==> src/rtl/spc_consts.svh <==
`ifndef SPC_CONSTS_SVH
`define SPC_CONSTS_SVH

// register byte offsets on the control bus
`define SPC_OFF_CTRL1   8'h00
`define SPC_OFF_CTRL2   8'h04
`define SPC_OFF_STAT    8'h08
`define SPC_OFF_BUF     8'h0C

// implemented bits of each control register
`define SPC_MASK_CTRL1  16'h1FFF
`define SPC_MASK_CTRL2  16'hE002

// reset value of every implemented control bit
`define SPC_CTRL_RST    16'h0000

// first control register fields
`define SPC_C1_CLKDIS   12
`define SPC_C1_SDODIS   11
`define SPC_C1_WIDE     10
`define SPC_C1_SMP      9
`define SPC_C1_CKE      8
`define SPC_C1_SELECT_PIN_ENABLE     7
`define SPC_C1_CKP      6
`define SPC_C1_MASTER_ENABLE    5
`define SPC_C1_SEC_HI   4
`define SPC_C1_SEC_LO   2
`define SPC_C1_PRI_HI   1
`define SPC_C1_PRI_LO   0

// second control register fields
`define SPC_C2_FRAMED_ENABLE    15
`define SPC_C2_FSD      14
`define SPC_C2_FPOL     13
`define SPC_C2_FDLY     1

// status register fields
`define SPC_ST_EN       15
`define SPC_ST_ROV      6
`define SPC_ST_TBF      1
`define SPC_ST_RBF      0

// half-clock and bit counts of one word
`define SPC_HALF16      6'd32
`define SPC_HALF8       6'd16
`define SPC_BITS16      5'd16
`define SPC_BITS8       5'd8

// bus responses
`define SPC_RESP_OKAY   2'b00
`define SPC_RESP_SLVERR 2'b10

`endif

==> src/rtl/spc_pkg.sv <==
package spc_pkg;

  typedef enum logic [1:0] {MS_IDLE, MS_SYNC, MS_SHIFT} spc_mstate_e;

  typedef struct packed {
    logic [2:0]  s1;
    logic [2:0]  s2;
    logic        sck_d;
    logic [15:0] ctrl1;
    logic [15:0] ctrl2;
    logic        en;
    logic        rov;
    logic        tbf;
    logic        rbf;
    logic [15:0] txb;
    logic [15:0] rxb;
    logic [15:0] sr;
    logic [15:0] rx;
    spc_mstate_e mstate;
    logic [5:0]  h;
    logic        sck;
    logic        fs;
    logic [4:0]  scnt;
    logic        aw_have;
    logic        w_have;
    logic [7:0]  awaddr;
    logic [15:0] wdata;
    logic [1:0]  wstrb;
    logic        bvalid;
    logic [1:0]  bresp;
    logic        rvalid;
    logic [1:0]  rresp;
    logic [31:0] rdata;
    logic [7:0]  raddr;
  } spc_state_s;

  typedef struct packed {
    logic [9:0] cnt;
  } spc_div_s;

endpackage

==> src/rtl/spc_clkdiv.sv <==
`timescale 1ns/1ps
module spc_clkdiv
(
  // clock and reset
  input  wire logic       clk,
  input  wire logic       rst_n,
  // divider control
  input  wire logic       run,
  input  wire logic [1:0] pri,
  input  wire logic [2:0] sec,
  // half-period strobe
  output logic            tick
);

  spc_pkg::spc_div_s st_r;
  spc_pkg::spc_div_s st_nxt;
  logic [6:0]        pri_ratio;
  logic [3:0]        sec_ratio;
  logic [9:0]        ratio;
  logic [9:0]        half;

  //////////////////////////////////////////////////////////////////////////
  always_comb
  begin
    pri_ratio = 7'(7'h01 << {~pri, 1'b0});
    sec_ratio = 4'h8 - {1'b0, sec};
    ratio = {3'h0, pri_ratio} * {6'h00, sec_ratio};
    // odd ratios split unevenly; the period stays exact except at 1:1, where a tick every cycle gives a two-cycle period
    half = ratio >> 1;
    st_nxt = st_r;
    if (!run)
      st_nxt.cnt = 10'h000;
    else if (st_r.cnt + 10'h001 >= ratio)
      st_nxt.cnt = 10'h000;
    else
      st_nxt.cnt = st_r.cnt + 10'h001;
    tick = run && (st_r.cnt == 10'h000 || st_r.cnt == half);
  end

  always_ff @(posedge clk)
  begin
    if (!rst_n)
      st_r <= '0;
    else
      st_r <= st_nxt;
  end
endmodule

==> src/rtl/spc_top.sv <==
`timescale 1ns/1ps
`include "spc_consts.svh"
module spc_top
(
  // clock and reset
  input  wire logic        REF_CLK,
  input  wire logic        RST_N,
  // axi4-lite write address
  input  wire logic [7:0]  S_AXI_AWADDR,
  input  wire logic        S_AXI_AWVALID,
  output logic             S_AXI_AWREADY,
  // axi4-lite write data
  input  wire logic [31:0] S_AXI_WDATA,
  input  wire logic [3:0]  S_AXI_WSTRB,
  input  wire logic        S_AXI_WVALID,
  output logic             S_AXI_WREADY,
  // axi4-lite write response
  output logic [1:0]       S_AXI_BRESP,
  output logic             S_AXI_BVALID,
  input  wire logic        S_AXI_BREADY,
  // axi4-lite read address
  input  wire logic [7:0]  S_AXI_ARADDR,
  input  wire logic        S_AXI_ARVALID,
  output logic             S_AXI_ARREADY,
  // axi4-lite read data
  output logic [31:0]      S_AXI_RDATA,
  output logic [1:0]       S_AXI_RRESP,
  output logic             S_AXI_RVALID,
  input  wire logic        S_AXI_RREADY,
  // serial clock pin
  input  wire logic        SERIAL_CLOCK_PIN_I,
  output logic             SERIAL_CLOCK_PIN_O,
  output logic             SERIAL_CLOCK_PIN_OE,
  // serial data pins
  output logic             SERIAL_DATA_OUT_PIN_O,
  output logic             SERIAL_DATA_OUT_PIN_OE,
  input  wire logic        SERIAL_DATA_IN_PIN_I,
  // select or frame sync pin, select sense is active low
  input  wire logic        SLAVE_SELECT_PIN_N_I,
  output logic             SLAVE_SELECT_PIN_N_O,
  output logic             SLAVE_SELECT_PIN_N_OE
);

  spc_pkg::spc_state_s st_r;
  spc_pkg::spc_state_s st_nxt;
  logic                tick;
  logic                master;
  logic                cke_eff;
  logic                select_pin_enable_eff;
  logic                fr_out;
  logic                fr_in;
  logic                fr_act;
  logic                sel;
  logic [5:0]          two_b;
  logic [4:0]          nbits;
  logic                chg_m;
  logic                samp_m;
  logic                shift_m;
  logic                s_lead;
  logic                s_trail;
  logic                s_chg;
  logic                s_smp;
  logic                deliver;
  logic                rov_set;
  logic [15:0]         wmerge;

  //////////////////////////////////////////////////////////////////////////
  // master or slave
  assign master   = st_r.ctrl1[`SPC_C1_MASTER_ENABLE];
  assign cke_eff  = st_r.ctrl1[`SPC_C1_CKE] && !st_r.ctrl2[`SPC_C2_FRAMED_ENABLE];
  assign select_pin_enable_eff = st_r.ctrl1[`SPC_C1_SELECT_PIN_ENABLE] && !st_r.ctrl2[`SPC_C2_FRAMED_ENABLE];
  assign fr_out   = st_r.ctrl2[`SPC_C2_FRAMED_ENABLE] && !st_r.ctrl2[`SPC_C2_FSD];
  assign fr_in    = st_r.ctrl2[`SPC_C2_FRAMED_ENABLE] && st_r.ctrl2[`SPC_C2_FSD];
  assign fr_act   = st_r.s2[0] == st_r.ctrl2[`SPC_C2_FPOL];
  assign sel      = !select_pin_enable_eff || !st_r.s2[0];
  assign two_b    = st_r.ctrl1[`SPC_C1_WIDE] ? `SPC_HALF16 : `SPC_HALF8;
  assign nbits    = st_r.ctrl1[`SPC_C1_WIDE] ? `SPC_BITS16 : `SPC_BITS8;
  // even half ticks are leading edges, odd ones trailing
  assign chg_m    = cke_eff ? st_r.h[0] : !st_r.h[0];
  // end of bit or middle of bit
  assign samp_m   = st_r.ctrl1[`SPC_C1_SMP] ? (chg_m && st_r.h != 6'h00)
                                            : (!chg_m && st_r.h != two_b);
  assign shift_m  = chg_m && st_r.h != 6'h00 && st_r.h != two_b;
  // slave edges named against the idle level
  assign s_lead   = st_r.ctrl1[`SPC_C1_CKP] ? (!st_r.s2[2] && st_r.sck_d)
                                            : (st_r.s2[2] && !st_r.sck_d);
  assign s_trail  = st_r.ctrl1[`SPC_C1_CKP] ? (st_r.s2[2] && !st_r.sck_d)
                                            : (!st_r.s2[2] && st_r.sck_d);
  assign s_chg    = cke_eff ? s_trail : s_lead;
  assign s_smp    = cke_eff ? s_lead : s_trail;

  spc_clkdiv u_div
  (
    .clk   (REF_CLK),
    .rst_n (RST_N),
    .run   (st_r.mstate != spc_pkg::MS_IDLE),
    .pri   (st_r.ctrl1[`SPC_C1_PRI_HI:`SPC_C1_PRI_LO]),
    .sec   (st_r.ctrl1[`SPC_C1_SEC_HI:`SPC_C1_SEC_LO]),
    .tick  (tick)
  );

  //////////////////////////////////////////////////////////////////////////
  always_comb
  begin
    st_nxt  = st_r;
    deliver = 1'b0;
    rov_set = 1'b0;
    wmerge  = 16'h0000;
    // pin synchronisers: first stage feeds only the second
    st_nxt.s1    = {SERIAL_CLOCK_PIN_I, SERIAL_DATA_IN_PIN_I, SLAVE_SELECT_PIN_N_I};
    st_nxt.s2    = st_r.s1;
    st_nxt.sck_d = st_r.s2[2];

    // read channel first, so a buffer read clears full before new data lands
    if (S_AXI_ARVALID && !st_r.rvalid)
    begin
      st_nxt.rvalid = 1'b1;
      st_nxt.rresp  = `SPC_RESP_OKAY;
      st_nxt.raddr  = S_AXI_ARADDR;
      unique case (S_AXI_ARADDR)
        `SPC_OFF_CTRL1: st_nxt.rdata = {16'h0000, st_r.ctrl1 & `SPC_MASK_CTRL1};
        `SPC_OFF_CTRL2: st_nxt.rdata = {16'h0000, st_r.ctrl2 & `SPC_MASK_CTRL2};
        `SPC_OFF_STAT:  st_nxt.rdata = {16'h0000, st_r.en, 8'h00, st_r.rov,
                                        4'h0, st_r.tbf, st_r.rbf};
        `SPC_OFF_BUF:
        begin
          st_nxt.rdata = {16'h0000, st_r.rxb};
          st_nxt.rbf   = 1'b0;
        end
        default:
        begin
          st_nxt.rdata = 32'h0000_0000;
          st_nxt.rresp = `SPC_RESP_SLVERR;
        end
      endcase
    end
    else if (st_r.rvalid && S_AXI_RREADY)
      st_nxt.rvalid = 1'b0;

    // master engine
    unique case (st_r.mstate)
      spc_pkg::MS_IDLE:
      begin
        st_nxt.sck = st_r.ctrl1[`SPC_C1_CKP];
        st_nxt.h   = 6'h00;
        st_nxt.fs  = 1'b0;
        if (st_r.en && master && st_r.tbf && !st_r.ctrl1[`SPC_C1_CLKDIS]
            && (!fr_in || fr_act))
        begin
          st_nxt.sr  = st_r.txb;
          st_nxt.tbf = 1'b0;
          st_nxt.rx  = 16'h0000;
          // precede the first bit clock by one period, or coincide
          st_nxt.mstate = (fr_out && !st_r.ctrl2[`SPC_C2_FDLY]) ? spc_pkg::MS_SYNC
                                                                : spc_pkg::MS_SHIFT;
        end
      end
      spc_pkg::MS_SYNC:
      begin
        if (tick)
        begin
          st_nxt.h = st_r.h + 6'h01;
          // pulse fills the whole period before the first bit clock
          if (st_r.h == 6'h00)
            st_nxt.fs = 1'b1;
          if (st_r.h == 6'h01)
          begin
            st_nxt.h      = 6'h00;
            st_nxt.mstate = spc_pkg::MS_SHIFT;
          end
        end
      end
      spc_pkg::MS_SHIFT:
      begin
        if (tick)
        begin
          st_nxt.h = st_r.h + 6'h01;
          // one clock period, starting at or ending at the first bit clock
          if (st_r.h == 6'h00)
            st_nxt.fs = fr_out && st_r.ctrl2[`SPC_C2_FDLY];
          if (st_r.h == 6'h02)
            st_nxt.fs = 1'b0;
          // toggle away from idle and back
          if (st_r.h != two_b)
            st_nxt.sck = !st_r.sck;
          if (samp_m)
            st_nxt.rx = {st_r.rx[14:0], st_r.s2[1]};
          // data moves only on the chosen edge
          if (shift_m)
            st_nxt.sr = {st_r.sr[14:0], 1'b0};
          // word ends after all of its clocks
          if (st_r.h == two_b)
          begin
            deliver       = 1'b1;
            st_nxt.mstate = spc_pkg::MS_IDLE;
          end
        end
      end
    endcase

    // slave engine; SCK is an input here
    if (st_r.en && !master)
    begin
      // incoming sync restarts the word count
      if (fr_in && fr_act)
        st_nxt.scnt = 5'h00;
      else if (!sel)
        st_nxt.scnt = 5'h00;
      else
      begin
        if (s_smp)
        begin
          st_nxt.rx   = {st_r.rx[14:0], st_r.s2[1]};
          st_nxt.scnt = st_r.scnt + 5'h01;
          if (st_r.scnt + 5'h01 == nbits)
          begin
            deliver     = 1'b1;
            st_nxt.scnt = 5'h00;
          end
        end
        if (s_chg && st_r.scnt != 5'h00)
          st_nxt.sr = {st_r.sr[14:0], 1'b0};
      end
      if (st_r.scnt == 5'h00 && st_r.tbf && !s_smp && !s_chg)
      begin
        st_nxt.sr  = st_r.txb;
        st_nxt.tbf = 1'b0;
      end
    end

    // completed word moves from shift register to receive buffer, or sets overflow if the buffer is still full
    if (deliver)
    begin
      if (st_nxt.rbf)
      begin
        st_nxt.rov = 1'b1;
        rov_set    = 1'b1;
      end
      else
      begin
        st_nxt.rxb = st_r.ctrl1[`SPC_C1_WIDE] ? st_nxt.rx : {8'h00, st_nxt.rx[7:0]};
        st_nxt.rbf = 1'b1;
      end
    end

    if (!st_r.en)
    begin
      st_nxt.mstate = spc_pkg::MS_IDLE;
      st_nxt.scnt   = 5'h00;
      st_nxt.fs     = 1'b0;
    end

    // write channel last, so a new buffer write survives a same-cycle load
    if (!st_r.aw_have && !st_r.bvalid && S_AXI_AWVALID)
    begin
      st_nxt.aw_have = 1'b1;
      st_nxt.awaddr  = S_AXI_AWADDR;
    end
    if (!st_r.w_have && !st_r.bvalid && S_AXI_WVALID)
    begin
      st_nxt.w_have = 1'b1;
      st_nxt.wdata  = S_AXI_WDATA[15:0];
      st_nxt.wstrb  = S_AXI_WSTRB[1:0];
    end
    if (st_r.aw_have && st_r.w_have)
    begin
      st_nxt.aw_have = 1'b0;
      st_nxt.w_have  = 1'b0;
      st_nxt.bvalid  = 1'b1;
      st_nxt.bresp   = `SPC_RESP_OKAY;
      unique case (st_r.awaddr)
        `SPC_OFF_CTRL1:
        begin
          wmerge = st_r.ctrl1;
          if (st_r.wstrb[0]) wmerge[7:0] = st_r.wdata[7:0];
          if (st_r.wstrb[1]) wmerge[15:8] = st_r.wdata[15:8];
          st_nxt.ctrl1 = wmerge & `SPC_MASK_CTRL1;
        end
        `SPC_OFF_CTRL2:
        begin
          wmerge = st_r.ctrl2;
          if (st_r.wstrb[0]) wmerge[7:0] = st_r.wdata[7:0];
          if (st_r.wstrb[1]) wmerge[15:8] = st_r.wdata[15:8];
          st_nxt.ctrl2 = wmerge & `SPC_MASK_CTRL2;
        end
        `SPC_OFF_STAT:
        begin
          if (st_r.wstrb[1]) st_nxt.en = st_r.wdata[`SPC_ST_EN];
          // overflow clears on a written zero unless set this cycle
          if (st_r.wstrb[0] && !st_r.wdata[`SPC_ST_ROV] && !rov_set)
            st_nxt.rov = 1'b0;
        end
        `SPC_OFF_BUF:
        begin
          wmerge = st_r.txb;
          if (st_r.wstrb[0]) wmerge[7:0] = st_r.wdata[7:0];
          if (st_r.wstrb[1]) wmerge[15:8] = st_r.wdata[15:8];
          st_nxt.txb = wmerge;
          st_nxt.tbf = 1'b1;
        end
        default: st_nxt.bresp = `SPC_RESP_SLVERR;
      endcase
    end
    else if (st_r.bvalid && S_AXI_BREADY)
      st_nxt.bvalid = 1'b0;
  end

  always_ff @(posedge REF_CLK)
  begin
    // every control bit resets to zero
    if (!RST_N)
      st_r <= '0;
    else
      st_r <= st_nxt;
  end

  //////////////////////////////////////////////////////////////////////////
  assign S_AXI_AWREADY = !st_r.aw_have && !st_r.bvalid;
  assign S_AXI_WREADY  = !st_r.w_have && !st_r.bvalid;
  assign S_AXI_BVALID  = st_r.bvalid;
  assign S_AXI_BRESP   = st_r.bresp;
  assign S_AXI_ARREADY = !st_r.rvalid;
  assign S_AXI_RVALID  = st_r.rvalid;
  assign S_AXI_RDATA   = st_r.rdata;
  assign S_AXI_RRESP   = st_r.rresp;

  // clock pin driven only by an enabled master
  assign SERIAL_CLOCK_PIN_O  = st_r.sck;
  assign SERIAL_CLOCK_PIN_OE = st_r.en && master && !st_r.ctrl1[`SPC_C1_CLKDIS];
  // data pin released when disabled or deselected
  assign SERIAL_DATA_OUT_PIN_O  = st_r.ctrl1[`SPC_C1_WIDE] ? st_r.sr[15] : st_r.sr[7];
  assign SERIAL_DATA_OUT_PIN_OE = st_r.en && !st_r.ctrl1[`SPC_C1_SDODIS] && (master || sel);
  // select pin carries the sync pulse when framed with FSD clear
  assign SLAVE_SELECT_PIN_N_O  = st_r.fs ? st_r.ctrl2[`SPC_C2_FPOL] : !st_r.ctrl2[`SPC_C2_FPOL];
  assign SLAVE_SELECT_PIN_N_OE = st_r.en && fr_out;
endmodule

==> config.mk <==
export PLATFORM = sky130hd
export DESIGN_NAME = spc_top
export DESIGN_NICKNAME = d
export VERILOG_FILES = /design/src/rtl/spc_pkg.sv /design/src/rtl/spc_clkdiv.sv /design/src/rtl/spc_top.sv
export VERILOG_INCLUDE_DIRS = /design/src /design/src/rtl
export SDC_FILE = /design/constraint.sdc
export NUM_CORES = 1
export LEC_CHECK = 0
export CORE_MARGIN = 5
export CORE_UTILIZATION = 58
export DETAILED_ROUTE_END_ITERATION = 7
export DONT_BUFFER_PORTS = 1
export PLACE_DENSITY = 0.79
export SYNTH_ARGS = -nofsm -noshare
export SYNTH_HDL_FRONTEND = slang
export SYNTH_SLANG_ARGS = --single-unit
==> constraint.sdc <==
create_clock -name REF_CLK -period 4.2 [get_ports REF_CLK]
set_clock_uncertainty 0.05 [all_clocks]
set_input_delay 0.63 -clock REF_CLK [delete_from_list [all_inputs] [get_ports REF_CLK]]
set_output_delay 0.63 -clock REF_CLK [all_outputs]
set_load 0.01 [all_outputs]
### After elaboration in Yosys (flattened, before gate mapping)

Index checks and enable logic that the tools add are counted.

| word-level totals | value |
|---|---|
| word-level logic and storage cells | 228 |
| memories | 0 |
| bits in writable memories | 0 |
| output and inout port bits | 47 |
| bits of input ports | 62 |
| bits in read-only memories | 0 |
| latch bits | 0 |
| register bits after elaboration | 183 |

| cells by class | value |
|---|---|
| $mul | 1 |
| order comparisons | 1 |
| muxes and demuxes | 68 |
| shifts and indexed selects | 1 |
| equality and inequality tests | 24 |
| bitwise logic cells | 4 |
| reductions and logical operators | 93 |
| $add $sub $neg | 4 |
| div/mod/pow operators | 0 |

Operator list:

| operator | count |
|---|---|
| $mux 16 | 6 |
| $mux 32 | 3 |
| $pmux 16 s4 | 1 |
| $pmux 32 s2 | 1 |
| $mux 42 | 1 |
| $mux 1 | 39 |
| $logic_and 1x1->1 | 36 |
| $mux 34 | 1 |
| $eq 8x4->1 const B | 4 |
| $mux 5 | 5 |
| $pmux 8 s3 | 1 |
| $reduce_and 3->1 | 8 |
| $logic_not 1->1 | 23 |
| $eq 8x3->1 const B | 2 |
| $logic_not 8->1 | 2 |
| $mux 8 | 2 |
| $ne 2x2->1 const B | 7 |
| $add 10x1->10 const B | 1 |
| $eq 10x9->1 | 1 |
| $ge 10x10->1 | 1 |
| $logic_not 10->1 | 1 |
| $mul 7x4->10 | 1 |
| $mux 2 | 5 |
| $reduce_and 2->1 | 4 |
| other kinds (31) | 40 |

### Longest topological paths before layout

| logic depth | value |
|---|---|
| depth in word-level cells | 19 |
| mapped depth | 19 |
| gate-level depth less buffers | 17 |

### Cells and area by module

From an unflattened synthesis, not the netlist that was laid out.

| second synthesis, totals | value |
|---|---|
| cells, all modules | 931 |
| area, all modules | 8049.0 sq um |

Modules (own cells, without submodules):

| module | area each (sq um) | times used | seq. area each (sq um) | cells each |
|---|---|---|---|---|
| spc_top | 6841.6 | 1 | 3103.0 | 787 |
| spc_clkdiv | 1207.4 | 1 | 200.2 | 144 |

### Least setup slack after synthesis

Ideal clock, no wire load.

| path | value |
|---|---|
| path kind | register to register |
| start point | reg st_r[175] (netlist bit) |
| end point | reg st_r[113] (netlist bit) |
| period minus slack after synthesis | 4.039 ns |
| arrival | 3.865 ns |
| path slack | 0.161 ns |
| library setup time | 0.124 ns |
| cell stages (with the launch flop) | 19 |
| required time | 4.026 ns |
| buffers on the path | 1 |
| cells stage by stage | dfxtp_1 > inv_1 > ha_1 > and2_1 > ha_1 > inv_1 > fa_1 > inv_1 > ha_1 > a21oi_2 > o31ai_2 > xnor3_2 > xor2_2 > a41oi_4 > nor3_4 > buf_6 > mux2_2 > nand2_1 > a21oi_1 |

| between the ends | value |
|---|---|
| word-level cells in the longest chain between the ends | 12 |

Ends and longest elaborated chain:

| item | line | RTL |
|---|---|---|
| start, declared | spc_top.sv:44 | `spc_pkg::spc_state_s st_r;` |
| start signal, assigned | spc_top.sv:314 | `st_r <= st_nxt;` |
| $sub 4x3->4 (*) | spc_clkdiv.sv:26 | `sec_ratio = 4'h8 - {1'b0, sec};` |
| $mul 7x4->10 (*) | spc_clkdiv.sv:27 | `ratio = {3'h0, pri_ratio} * {6'h00, sec_ratio};` |
| $eq 10x9->1 (*) | spc_clkdiv.sv:37 | `tick = run && (st_r.cnt == 10'h000 \|\| st_r.cnt == half);` |
| $logic_or 1x1->1 (*) | spc_clkdiv.sv:37 |  |
| $logic_and 1x1->1 (*) | spc_clkdiv.sv:37 |  |
| $mux 42 (*) | spc_top.sv:175 | `if (tick)` |
| $pmux 32 s2 (*) | spc_top.sv:141 | `unique case (st_r.mstate)` |
| $mux 16 | spc_top.sv:221 | `if (s_chg && st_r.scnt != 5'h00)` |
| $mux 32 | spc_top.sv:207 | `else if (!sel)` |
| $mux 32 | spc_top.sv:205 | `if (fr_in && fr_act)` |
| $mux 16 | spc_top.sv:224 | `if (st_r.scnt == 5'h00 && st_r.tbf && !s_smp && !s_chg)` |
| $mux 32 (*) | spc_top.sv:202 | `if (st_r.en && !master)` |

Mark *: on every way between the ends. The rest lies on a longest branch, timed or not. The select of a mux whose other input is x is not followed.
A chain may end at the register's enable or synchronous reset.

### Worst setup path in the final report

| path | value |
|---|---|
| start point | reg st_r[176] (netlist bit) |
| end point | reg st_r[109] (netlist bit) |

Same word-level chain as after synthesis.

==> metrics <==
status completed; H-Tree Depth 4; Fmax 0.246 GHz; max-slew violations 0; core area 14500 µm²; aggregate global-route resource usage 23.6%; total wire length 21.3 mm; most frequent cells in the layout nand2_1 (167), dfxtp_1 (163), nor2_1 (111); Worst Path Arrival 4.34 ns; critical path class reg2reg; gpl congestion 0.835; Post-synth ARST share 0%; via count 7320; fin crit share 97.0%; Core Util, Final 64.2%; CTS tree built; Power, Total 0.00326 W; global-route wire length before repair 34.5 mm; Port Buffers 0; Post-Syn Area 8610 µm²; static leakage 3.50 nW; Yosys warnings 0; worst flop-to-flop path startpoint st_r[176]; Post-Synthesis Cells 1035; register bit count reported by yosys 165; drt wl/cell 17.7 µm; clock sink count 165; hold_ws 0.247 ns; library cells used by synthesis 73; commonest non-fill, non-tap cell in the layout nand2_1; initial core utilization 59.2%; Required @ worst endpoint 4.46 ns; Synth top area share 38.4%; number of synthesized flops with an enable pin 0; area leader, netlist dfxtp_1; largest net degree at the start of global routing 65; Main synth FF type dfxtp_1; internal reg-to-reg setup slack 0.13 ns; syn_area_per_cell 8.32 µm²; Slew @ Worst Pin 1.24 ns; crit-path max FO 8; Slew HR 17.2%; ant diodes 0; setup ws final 0.128 ns; initial drt markers 739; share of cells above drive strength 1 12.2%; DRT antenna net count 0; Hold Path Class in2reg; CTS Buf Count 17; # rows 44; hold depth 1; Synth area leaders dfxtp_1 (38%), nand2_1 (7.3%), a21oi_1 (5.3%); Clock Latency Late Sink 0.43 ns; Die ar. 17400 µm²; r2r worst-path depth 17; pre-CTS setup slack -0.0191 ns; Layout area overhead 8.40%; Seq/Total Area, Yosys 38.4%; deepest clock path buffer count 2; DR vias/cell 6.08; DR pass1 iterations 5; pwr dens 350 nW/µm²; initial antenna violation count 0; Setup crit end kind register; Hold EP S_AXI_RVALID; cts-stage hold buffer count 0; startpoint class of the critical path register; global route overflow 0; vias in the first global route 7009; HP Start S_AXI_RREADY; min Tclk post-route 4.07 ns; top-level port count 109; max-cap viol count 0; CTS root buf clkbuf_16; # setup viols final 0; # DRC 0; worst vdd ir 390 µV; nets 1103; Setup TNS Final 0 ns; Final Hold Fails 0; RR Endpoint st_r[109]; Die X-Extent 132 µm; Clock transition at path regs 0.07 ns; Post-DP HPWL 14.3 mm; DIE HEIGHT 132 µm
-- layer usage --
metal | GRT usage [%] | share of wire, % | vias to the layer above
met2 | 38.5 | 48 | 291
met4 | 9.66 | 3.1 | 0
met3 | 5.23 | 7.2 | 51
li1 | - | - | 3520
met5 | 0 | 0 | -
met1 | 30.4 | 42 | 3458
-- where the power goes --
part / total, W / internal, W / leakage [nW] / switching (W)
clock: 0.00155 / 0.000875 / 0.284 / 0.000675
combinational: 0.0000948 / 0.0000285 / 1.88 / 0.0000663
sequential: 0.00162 / 0.00159 / 1.34 / 0.0000293
total: 0.00326 / 0.00249 / 3.50 / 0.000771
-- synth_stat cells, drive strengths merged, types with 2 or more instances --
cell	instances
nor3	16
nor2b	9
a22oi	28
nand3	46
nor2	113
buf	51
and3	7
and2	15
o31ai	4
a21boi	8
mux2	18
or2	3
mux2i	27
nand4	5
ha	31
a211oi	11
nand2b	10
dfxtp	165
fa	2
xnor3	3
nor3b	6
xor2	11
a31oi	4
o21ai	20
nand4b	3
o32ai	3
and3b	2
a21o	6
or4	2
xnor2	18
o211ai	3
inv	27
o22a	2
o221ai	16
nor4b	2
nand2	168
a21oi	92
clkbuf	41
nor4	5
or3	3
a221oi	16
-- per-stage QoR --
| stage | cell area [µm²] | instances |
|---|---|---|
| 2_1_floorplan | 8670 | 1052 |
| 3_5_place_dp | 8550 | 1166 |
| 5_1_grt | 9330 | 1204 |
| 6_report | 9330 | 1204 |
| 4_1_cts | 9180 | 1199 |
| 3_3_place_gp | 8550 | 1166 |
-- worst max-delay path, cell delays in order, from the launching register on --
cell	delay, ns
dfxtp_4	0.36
or3_4	0.40
nor2_4	0.11
ha_4	0.13
inv_2	0.03
fa_1	0.49
inv_2	0.06
ha_4	0.24
xor2_1	0.15
nor4_2	0.24
nand3_1	0.16
nor3b_4	0.28
a41oi_4	0.23
nor3_4	0.32
clkbuf_16	0.23
mux2_2	0.33
nand2_1	0.07
a21oi_1	0.06
-- what timing repair did --
item | 4_1_cts | 5_1_grt
setup buffers | 2 | 3
resized for setup | 5 | 21
setup endpoints to repair | 16 | 63
endpoints found under the hold margin | 0 | 0
cloned | 0 | 2
pin swaps | 4 | 14
-- cell families (layout without fill, tap and decap cells) --
logic type / after synthesis / after routing / share of synthesized area (%)
muxes: 45 / 45 / 5.49
buffers and inverters: 120 / 87 / 7.56
DFF: 165 / 165 / 38.4
xor gates and xnor gates: 32 / 32 / 3.87
other: 1 / 18 / 0.0436
and+or+nand+nor: 416 / 416 / 21.9
AOI/OAI and AO/OA: 223 / 224 / 17.8
adders and majority gates: 33 / 33 / 4.97
-- worst max-delay path by stage --
| stage | from | endpoint | slack (ns) | cells after the start |
|---|---|---|---|---|
| final | st_r[176] | st_r[109] | 0.13 | 17 |
| after CTS | st_r[175] | st_r[119] | 0.04 | 17 |
| after detailed placement | st_r[175] | st_r[121] | -0.02 | 18 |
| after global routing | st_r[176] | st_r[116] | -0.03 | 17 |
| after floorplan | st_r[175] | st_r[113] | 0.16 | 18 |
| after global placement | st_r[175] | st_r[132] | 0.07 | 17 |
-- state kept, by name, summed over array words and instances, names as in the netlist --
signal / cells
st_r: 129
S_AXI_RDATA: 16
SERIAL_CLOCK_PIN_O: 1
u_div.st_r: 10
S_AXI_RRESP: 1
S_AXI_BVALID: 1
st_nxt: 4
S_AXI_BRESP: 1
S_AXI_RVALID: 1
master: 1
-- layout make-up --
type | count | area (µm²)
multi-input cells | 768 | 4850
clock inverters | 11 | 119
well taps | 184 | 230
repair buffers | 28 | 253
inverters | 28 | 106
fillers | 1227 | 5200
clock buffers | 20 | 467
flip-flops and latches | 165 | 3310
Note: power is estimated with default switching activity, not from simulation.
